===== src/logic/prl_pkg.sv =====
// pin remap lock control: shared register map, field layout and reset values
// assumes a 32-bit ahb-lite slave port and 26 remappable pins
package prl_pkg;

  // ----------------------------------------------------------------
  // sizes
  // ----------------------------------------------------------------
  localparam int PRL_NPINS = 26;
  localparam int PRL_SEL_W = 5;
  localparam int PRL_STAT_W = 3;

  // ----------------------------------------------------------------
  // register byte offsets
  // ----------------------------------------------------------------
  localparam logic [7:0] PRL_OFS_OSC_CTRL = 8'h00;
  localparam logic [7:0] PRL_OFS_IRQ1_MAP = 8'h04;
  localparam logic [7:0] PRL_OFS_ANA_LOW = 8'h08;
  localparam logic [7:0] PRL_OFS_ANA_HIGH = 8'h0C;
  localparam logic [7:0] PRL_OFS_STATUS = 8'h10;
  localparam logic [7:0] PRL_OFS_MASK = 8'h14;
  localparam logic [7:0] PRL_OFS_PIN_DIR = 8'h18;
  localparam logic [7:0] PRL_OFS_PIN_OUT = 8'h1C;
  localparam logic [7:0] PRL_OFS_PIN_READ = 8'h20;

  // ----------------------------------------------------------------
  // fields, keys and reset values
  // ----------------------------------------------------------------
  localparam int PRL_LOCK_BIT = 6;
  localparam int PRL_SEL_LSB = 8;
  localparam logic [7:0] PRL_KEY_FIRST = 8'h46;
  localparam logic [7:0] PRL_KEY_SECOND = 8'h57;
  localparam logic [4:0] PRL_SEL_RST = 5'h1F;
  localparam logic [4:0] PRL_SEL_MAX = 5'h19;
  localparam logic [25:0] PRL_ANA_RST = 26'h0000000;
  localparam logic [25:0] PRL_DIR_RST = 26'h3FFFFFF;
  localparam logic [25:0] PRL_OUT_RST = 26'h0000000;
  localparam logic [2:0] PRL_MASK_RST = 3'h0;
  localparam logic [2:0] PRL_HSIZE_WORD = 3'h2;

  // status bit positions
  localparam int PRL_ST_MISMATCH = 0;
  localparam int PRL_ST_DISCARD = 1;
  localparam int PRL_ST_LOCKCHG = 2;

  typedef enum logic [1:0] {
    PRL_KEY_IDLE = 2'b00,
    PRL_KEY_ONE = 2'b01,
    PRL_KEY_OPEN = 2'b10
  } prl_key_t;

endpackage


===== src/logic/prl_map_cell.sv =====
// one map register with its shadow copy and continuous comparison
// assumes the owner gates writes by the lock and drives clr on a mismatch
`timescale 1ns/100ps
module prl_map_cell
#(
  parameter int W = 5,
  parameter logic [W-1:0] RST = '1
)
(
  input wire logic hclk,
  input wire logic hresetn,
  input wire logic clr,
  input wire logic we,
  input wire logic [W-1:0] wdata,
  input wire logic [W-1:0] upset,
  output logic [W-1:0] value,
  output logic mismatch
);

  logic [W-1:0] main_r;
  logic [W-1:0] shadow_r;

  // ----------------------------------------------------------------
  // storage; upset models a disturbed cell, shadow is never disturbed
  // ----------------------------------------------------------------
  always_ff @(posedge hclk or negedge hresetn)
  begin
    if (!hresetn)
    begin
      main_r <= RST;
      shadow_r <= RST;
    end
    else if (clr)
    begin
      main_r <= RST;
      shadow_r <= RST;
    end
    else if (we)
    begin
      main_r <= wdata;
      shadow_r <= wdata;
    end
    else
    begin
      main_r <= main_r ^ upset;
    end
  end

  assign value = main_r;
  assign mismatch = (main_r != shadow_r);
endmodule


===== src/logic/prl_remap_lock.sv =====
// pin remap lock control: lock key sequence, one-session fuse, shadow check,
// external interrupt 1 input map, analog pin defaults and pin drive
// assumes one ahb-lite master, single word transfers, pins synchronous to hclk
// What this block does
// - locked map writes are dropped and set the discard status bit
// - lock bit is bit 6 of oscillator control
// - key 0x46 then 0x57 then lock write
// - lock holds until software or a shadow mismatch changes it
// - shadow mismatch raises configuration mismatch reset
// - fuse set: set lock cannot be cleared by software, only by a shadow mismatch
// - fuse unprogrammed default is set
// - analog pins default, digital read returns zero
// - all converter configs one makes pin digital
// - output driver works even when analog
// - leftmost enabled pin function wins
// - five-bit field routes pin to interrupt one
// - map register unused bits read zero, field resets ones
`timescale 1ns/100ps
module prl_remap_lock
  import prl_pkg::*;
(
  input wire logic hclk,
  input wire logic hresetn,
  input wire logic hsel,
  input wire logic [31:0] haddr,
  input wire logic [1:0] htrans,
  input wire logic hwrite,
  input wire logic [2:0] hsize,
  input wire logic [31:0] hwdata,
  input wire logic hready,
  output logic [31:0] hrdata,
  output logic hreadyout,
  output logic hresp,
  output logic irq,
  input wire logic single_session_fuse,
  input wire logic [25:0] pin_in,
  input wire logic [4:0] upset_inject,
  output logic [25:0] pin_out,
  output logic [25:0] pin_oe,
  output logic external_irq_one,
  output logic map_write_lock,
  output logic cfg_mismatch_rst
);

  // ----------------------------------------------------------------
  // bus slave: one wait state on every word transfer
  // ----------------------------------------------------------------
  logic dp_r;
  logic wr_r;
  logic [7:0] addr_r;
  logic [31:0] hrdata_r;
  logic hreadyout_r;
  wire take = hsel && htrans[1] && hready && (hsize == PRL_HSIZE_WORD);

  always_ff @(posedge hclk or negedge hresetn)
  begin
    if (!hresetn)
    begin
      dp_r <= 1'b0;
      wr_r <= 1'b0;
      addr_r <= 8'h00;
      hreadyout_r <= 1'b1;
    end
    else
    begin
      dp_r <= take;
      hreadyout_r <= !take;
      if (take)
      begin
        wr_r <= hwrite;
        addr_r <= haddr[7:0];
      end
    end
  end

  // ----------------------------------------------------------------
  // decode
  // ----------------------------------------------------------------
  wire do_wr = dp_r && wr_r;
  wire do_rd = dp_r && !wr_r;
  wire wr_osc = do_wr && (addr_r == PRL_OFS_OSC_CTRL);
  wire wr_map = do_wr && (addr_r == PRL_OFS_IRQ1_MAP);
  wire wr_ana_lo = do_wr && (addr_r == PRL_OFS_ANA_LOW);
  wire wr_ana_hi = do_wr && (addr_r == PRL_OFS_ANA_HIGH);
  wire wr_mask = do_wr && (addr_r == PRL_OFS_MASK);
  wire wr_dir = do_wr && (addr_r == PRL_OFS_PIN_DIR);
  wire wr_out = do_wr && (addr_r == PRL_OFS_PIN_OUT);
  wire rd_stat = do_rd && (addr_r == PRL_OFS_STATUS);
  wire [7:0] wbyte = hwdata[7:0];

  // ----------------------------------------------------------------
  // fuse capture after reset release; unprogrammed reads as set
  // ----------------------------------------------------------------
  logic fuse_r;
  logic fuse_cap_r;

  always_ff @(posedge hclk or negedge hresetn)
  begin
    if (!hresetn)
    begin
      fuse_r <= 1'b1;
      fuse_cap_r <= 1'b0;
    end
    else if (!fuse_cap_r)
    begin
      fuse_r <= single_session_fuse;
      fuse_cap_r <= 1'b1;
    end
  end

  // ----------------------------------------------------------------
  // key sequence and lock
  // ----------------------------------------------------------------
  prl_key_t key_r;
  prl_key_t key_nxt;
  logic lock_r;
  logic lock_nxt;
  logic mismatch;
  wire new_lock = hwdata[PRL_LOCK_BIT];
  wire key_open_wr = wr_osc && (key_r == PRL_KEY_OPEN);
  // a set lock under the one-session fuse refuses to clear
  wire clr_blocked = fuse_r && lock_r && !new_lock;

  always_comb
  begin
    key_nxt = key_r;
    if (mismatch)
      key_nxt = PRL_KEY_IDLE;
    else if (do_wr)
    begin
      // any other write in between breaks the sequence
      if (!wr_osc)
        key_nxt = PRL_KEY_IDLE;
      else
      begin
        case (key_r)
          PRL_KEY_IDLE: key_nxt = (wbyte == PRL_KEY_FIRST) ? PRL_KEY_ONE : PRL_KEY_IDLE;
          PRL_KEY_ONE: key_nxt = (wbyte == PRL_KEY_SECOND) ? PRL_KEY_OPEN :
                         (wbyte == PRL_KEY_FIRST) ? PRL_KEY_ONE : PRL_KEY_IDLE;
          PRL_KEY_OPEN: key_nxt = PRL_KEY_IDLE;
          default: key_nxt = PRL_KEY_IDLE;
        endcase
      end
    end
  end

  always_comb
  begin
    lock_nxt = lock_r;
    if (mismatch)
      lock_nxt = 1'b0;
    else if (key_open_wr && !clr_blocked)
      lock_nxt = new_lock;
  end

  always_ff @(posedge hclk or negedge hresetn)
  begin
    if (!hresetn)
    begin
      key_r <= PRL_KEY_IDLE;
      lock_r <= 1'b0;
    end
    else
    begin
      key_r <= key_nxt;
      lock_r <= lock_nxt;
    end
  end

  // ----------------------------------------------------------------
  // input map register for external interrupt 1
  // ----------------------------------------------------------------
  logic [4:0] sel;
  wire map_we = wr_map && !lock_r;
  wire discard_evt = wr_map && lock_r;

  prl_map_cell #(.W(PRL_SEL_W), .RST(PRL_SEL_RST)) u_irq1_map
  (
    .hclk(hclk),
    .hresetn(hresetn),
    .clr(mismatch),
    .we(map_we),
    .wdata(hwdata[PRL_SEL_LSB +: PRL_SEL_W]),
    .upset(upset_inject),
    .value(sel),
    .mismatch(mismatch)
  );

  // ----------------------------------------------------------------
  // pin configuration and pin function priority
  // ----------------------------------------------------------------
  logic [25:0] ana_lo_r;
  logic [25:0] ana_hi_r;
  logic [25:0] dir_r;
  logic [25:0] out_r;
  logic [2:0] mask_r;

  always_ff @(posedge hclk or negedge hresetn)
  begin
    if (!hresetn)
    begin
      ana_lo_r <= PRL_ANA_RST;
      ana_hi_r <= PRL_ANA_RST;
      dir_r <= PRL_DIR_RST;
      out_r <= PRL_OUT_RST;
      mask_r <= PRL_MASK_RST;
    end
    else
    begin
      if (wr_ana_lo)
        ana_lo_r <= hwdata[25:0];
      if (wr_ana_hi)
        ana_hi_r <= hwdata[25:0];
      if (wr_dir)
        dir_r <= hwdata[25:0];
      if (wr_out)
        out_r <= hwdata[25:0];
      if (wr_mask)
        mask_r <= hwdata[2:0];
    end
  end

  // analog sits leftmost on every shared pin: the digital buffer only sees
  // the pin once both converters release it
  wire [25:0] digital_en = ana_lo_r & ana_hi_r;
  wire [25:0] pin_rd = pin_in & digital_en;
  // remapping does not override direction; software keeps dir at input
  wire sel_valid = (sel <= PRL_SEL_MAX);
  wire irq1_src = sel_valid ? pin_rd[sel] : 1'b0;

  // ----------------------------------------------------------------
  // status, mask and interrupt; a set wins over the read clear
  // ----------------------------------------------------------------
  logic [2:0] stat_r;
  wire lock_evt = (lock_nxt != lock_r) && !mismatch;
  wire [2:0] evt = {lock_evt, discard_evt, mismatch};
  wire [2:0] stat_nxt = (stat_r & ~{3{rd_stat}}) | evt;

  // ----------------------------------------------------------------
  // read mux
  // ----------------------------------------------------------------
  wire [31:0] osc_rd = {24'h000000, 1'b0, lock_r, 6'h00};
  wire [31:0] map_rd = {16'h0000, 3'h0, sel, 8'h00};
  wire [31:0] rdata =
    (addr_r == PRL_OFS_OSC_CTRL) ? osc_rd :
    (addr_r == PRL_OFS_IRQ1_MAP) ? map_rd :
    (addr_r == PRL_OFS_ANA_LOW) ? {6'h00, ana_lo_r} :
    (addr_r == PRL_OFS_ANA_HIGH) ? {6'h00, ana_hi_r} :
    (addr_r == PRL_OFS_STATUS) ? {29'h00000000, stat_r} :
    (addr_r == PRL_OFS_MASK) ? {29'h00000000, mask_r} :
    (addr_r == PRL_OFS_PIN_DIR) ? {6'h00, dir_r} :
    (addr_r == PRL_OFS_PIN_OUT) ? {6'h00, out_r} :
    (addr_r == PRL_OFS_PIN_READ) ? {6'h00, pin_rd} : 32'h00000000;

  // ----------------------------------------------------------------
  // registered outputs
  // ----------------------------------------------------------------
  logic irq_r;
  logic irq1_r;
  logic mm_r;
  logic [25:0] pin_oe_r;

  always_ff @(posedge hclk or negedge hresetn)
  begin
    if (!hresetn)
    begin
      stat_r <= 3'h0;
      hrdata_r <= 32'h00000000;
      irq_r <= 1'b0;
      irq1_r <= 1'b0;
      mm_r <= 1'b0;
      pin_oe_r <= 26'h0000000;
    end
    else
    begin
      stat_r <= stat_nxt;
      if (do_rd)
        hrdata_r <= rdata;
      irq_r <= |(stat_nxt & mask_r);
      irq1_r <= irq1_src;
      mm_r <= mismatch;
      pin_oe_r <= ~dir_r;
    end
  end

  assign hrdata = hrdata_r;
  assign hreadyout = hreadyout_r;
  assign hresp = 1'b0;
  assign irq = irq_r;
  assign pin_out = out_r;
  assign pin_oe = pin_oe_r;
  assign external_irq_one = irq1_r;
  assign map_write_lock = lock_r;
  assign cfg_mismatch_rst = mm_r;
endmodule


===== config.mk =====
export PLATFORM = sky130hd
export DESIGN_NAME = prl_remap_lock
export DESIGN_NICKNAME = d
export VERILOG_FILES = /design/src/logic/prl_pkg.sv /design/src/logic/prl_map_cell.sv /design/src/logic/prl_remap_lock.sv
export SDC_FILE = /design/constraint.sdc
export NUM_CORES = 1
export LEC_CHECK = 0
export BUFFER_PORTS_ARGS = -buffer_cell sky130_fd_sc_hd__buf_2
export CORE_MARGIN = 2
export CORE_UTILIZATION = 40
export DETAILED_ROUTE_END_ITERATION = 12
export PLACE_DENSITY = 0.71
export REMOVE_ABC_BUFFERS = 1
export SETUP_SLACK_MARGIN = 0.3
export SLEW_MARGIN = 0
export SYNTH_ARGS = -nofsm -noshare
export SYNTH_HDL_FRONTEND = slang
export SYNTH_SLANG_ARGS = --single-unit
export TNS_END_PERCENT = 20

===== constraint.sdc =====
create_clock -name hclk -period 2.2 [get_ports hclk]
set_clock_uncertainty 0.05 [all_clocks]
set_input_delay 0.44 -clock hclk [delete_from_list [all_inputs] [get_ports hclk]]
set_output_delay 0.44 -clock hclk [all_outputs]
set_load 0.05 [all_outputs]

==> impl_metrics.py <==
metrics = {
    "outcome": {
        "status": "finished clean",
    },
    "floorplan": {
        "die_y_um": 153,
        "start_util": 0.408,
        "rows": 54,
        "die_x_um": 153,
        "die_area_um2": 23500,
        "core_um2": 21900,
        "ioPinCount": 196,
    },
    "worst_hold_path": {
        "min_from": "haddr[0]",
        "hold_path.class": "input pin to flip-flop",
    },
    "synthesis": {
        "synth_area_um2": 8930,
        "yosysUniqueCellTypes": 71,
        "yosysWarnings": 0,
        "synth_ff_type": "dfrtp_1",
        "yosys.area.top_type": "dfrtp_1",
        "synth_edf_count": 0,
        "ys_seq_area_frac": 0.541,
        "yosys-top-cells-count": "153 x dfrtp_1, 79 x mux2_1, 53 x nand2_1",
        "ys_seq_elements": 191,
        "yosys.area.top_type_share": 0.429,
        "syn_avg_cell_area_um2": 11.6,
        "synthCells": 771,
        "ys_async_sr_fraction": 1.00,
        "yosys.cell_count.top_type": "dfrtp_1",
        "netlist_top_cells_area": "dfrtp_1 43%, dfstp_2 11%, mux2_1 10%, mux2_2 4.3%, o21ai_0 2.7%",
    },
    "timing": {
        "setup_viol": 0,
        "max_freq_ghz": 0.504,
        "fin_ws_ns": 0.216,
        "drv_slew": 0,
        "finalCriticalPeriod_ns": 1.98,
        "finalSetupTns_ns": 0,
        "timing.hold.ws_ns": 0.183,
        "rsz0062_at_grt": "true",
        "final-hold-violation-count": 0,
        "period_share": 0.902,
    },
    "clock_tree": {
        "cts_buffers": 17,
        "clk_pin_slew_ns": 0.07,
        "worstSkewPairLatency_ns": 0.44,
        "h-tree-depth": 4,
        "clock_path_buffers": 2,
        "cts_root_buf": "clkbuf_16",
        "clkSinkCount": 191,
        "cts_tree": "yes",
    },
    "global_routing": {
        "grt_max_degree": 76,
        "track_usage": 0.221,
        "first_global_vias": 7052,
        "grt-ovfl-total": 0,
        "antenna_found_initial": 1,
        "grt_pass1_wl_um": 40100,
    },
    "placed_design": {
        "place_congestion": 0.924,
        "portBuffers": 157,
        "dp_hpwl_um": 17900,
        "preCtsSetupSlack_ns": 0.0472,
    },
    "power_and_ir_drop": {
        "pwr-share-clk": 0.314,
        "leakage_uw": 0.00492,
        "power.switching_uw": 3460,
        "p_seq_frac": 0.412,
        "p_int_uw": 6580,
        "p_sw_frac": 0.344,
        "ir_worst_vdd_v": 0.000643,
        "power_frac_comb": 0.274,
        "p_per_area_nw_per_um2": 899,
        "total_power_uw": 10000,
    },
    "final_layout": {
        "nets": 1073,
        "drive_gt1_frac": 0.378,
        "final_util": 0.510,
        "synthToLayoutAreaGrowth_pct": 25.0,
    },
    "drt": {
        "first_iter_violations": 641,
        "drt-pass1-iter-count": 5,
        "vias_per_cell": 5.60,
        "vias": 7056,
        "ant_nets": 0,
        "totalWireLength_um": 25600,
        "routedWlPerCell_um": 20.3,
        "drc_errors": 0,
    },
    "setup_path": {
        "reg2reg_from": "addr_r[7]",
        "r2r_slack_ns": 0.22,
        "reg2reg_depth": 6,
        "rr_endpoint": "hrdata[2]",
        "endpoint_kind": "flip-flop",
        "cp.required_ns": 2.47,
        "path_max_fanout": 6,
        "arrival_ns": 2.25,
        "endpoint": "hrdata[2]",
        "startpoint": "addr_r[7]",
        "path_class": "flip-flop to flip-flop",
        "start_kind": "flip-flop",
    },
    "run": {
        "drv_cap": 0,
    },
}
==> final cells by class <==
cell class / count / area, um2
tap: 280 / 350
multi-input combinational: 505 / 3920
antenna: 1 / 2.50
clock inverter: 13 / 151
fill: 2001 / 10700
inverter: 33 / 128
sequential: 191 / 4830
clock buffer: 19 / 443
timing repair buffer: 219 / 1330
==> stage by stage <==
stage	cell area, um2	instances
CTS	11000	1252
floorplan	8710	729
global route	11200	1261
detailed placement	10300	1214
global placement	10300	1214
finish	11200	1261
==> flip-flops by register name (all words and copies together) (netlist names) <==
register             flops
hreadyout                1
hrdata                  26
dp_r                     1
mask_r                   3
map_write_lock           1
dir_r                   26
stat_r                   3
addr_r                   8
cfg_mismatch_rst         1
fuse_cap_r               1
pin_out                 26
external_irq_one         1
ana_lo_r                26
key_r                    2
u_irq1_map.value         5
fuse_r                   1
wr_r                     1
ana_hi_r                26
irq                      1
pin_oe                  26
u_irq1_map.shadow_r      5
==> timing repair <==
item | CTS | global route
pin swaps | 9 | 8
hold buffers | 1 | 0
gates resized for setup | 23 | 34
gates cloned | 1 | 1
hold endpoints to repair | 13 | 0
setup buffers | 4 | 7
endpoints found under the setup margin | 100 | 71
==> cells by family (layout without fill, tap and decap cells) <==
logic type             count (synthesis)  count (layout)  synth area share
AND/OR/NAND/NOR                      180             180             0.108
buffers and inverters                 81             284            0.0405
multiplexers                         133             133             0.166
XOR/XNOR                              10              10           0.00981
AO/OA/AOI/OAI                        174             174             0.133
flip-flops                           191             191             0.541
other                                  2               9          0.000841
==> worst min path at each step <==
stage,endpoint,slack [ns],depth (start not counted)
after CTS,fuse_r,0.17,2
after global placement,pin_out[18],0.26,1
final,addr_r[0],0.18,2
after floorplan,addr_r[0],0.09,0
after detailed placement,pin_out[18],0.26,1
after global routing,wr_r,0.17,2
==> routing by layer <==
metal,vias to the layer above,GRT usage,share of wire,wire length [um]
met5,-,0,0,0
met3,29,0.0686,0.080,2040
li1,3179,-,-,-
met2,291,0.349,0.47,12100
met4,0,0.0533,0.015,386
met1,3557,0.298,0.43,11100
==> layout by cell type, fill, tap and decap left out, drive strengths merged, types with 3 or more instances in the layout <==
cell      Yosys  final
nor3          6      6
o2111ai       9      9
clkbuf       20     20
buf          28    217
nand4        10     10
xor2         10     10
clkinv        0      3
nor2         18     18
o211ai        9      9
nor2b         7      7
o22ai         3      3
nor4          3      3
nand2        55     55
a21o          6      6
clkinvlp      0      3
o32a          7      7
a211oi        5      5
nand2b       16     16
or2           3      3
dfstp        38     38
conb          2      8
dfrtp       153    153
a31o          6      6
a21oi        21     21
or3           5      5
mux2i        19     19
a22oi        14     14
a2bb2oi       7      7
o21ai        58     58
o22a          4      4
and2          7      7
mux2        113    113
nand3        40     40
inv          33     38
o31ai         8      8
==> worst max-delay path, cell delays in order (launching register included) <==
cell,delay (ns)
dfrtp_2,0.47
or3_4,0.42
buf_6,0.14
o211ai_1,0.24
buf_4,0.19
a21oi_1,0.04
a221o_1,0.32
==> power groups by stage <==
stage | combinational (uW) | sequential (uW) | clock, uW
global placement | 2500 | 4190 | 0
CTS | 2620 | 4140 | 3200
finish | 2750 | 4140 | 3150
floorplan | 998 | 4780 | 0
global route | 2940 | 4180 | 3360
detailed placement | 2530 | 4200 | 0
(Power assumes the default switching activity.)
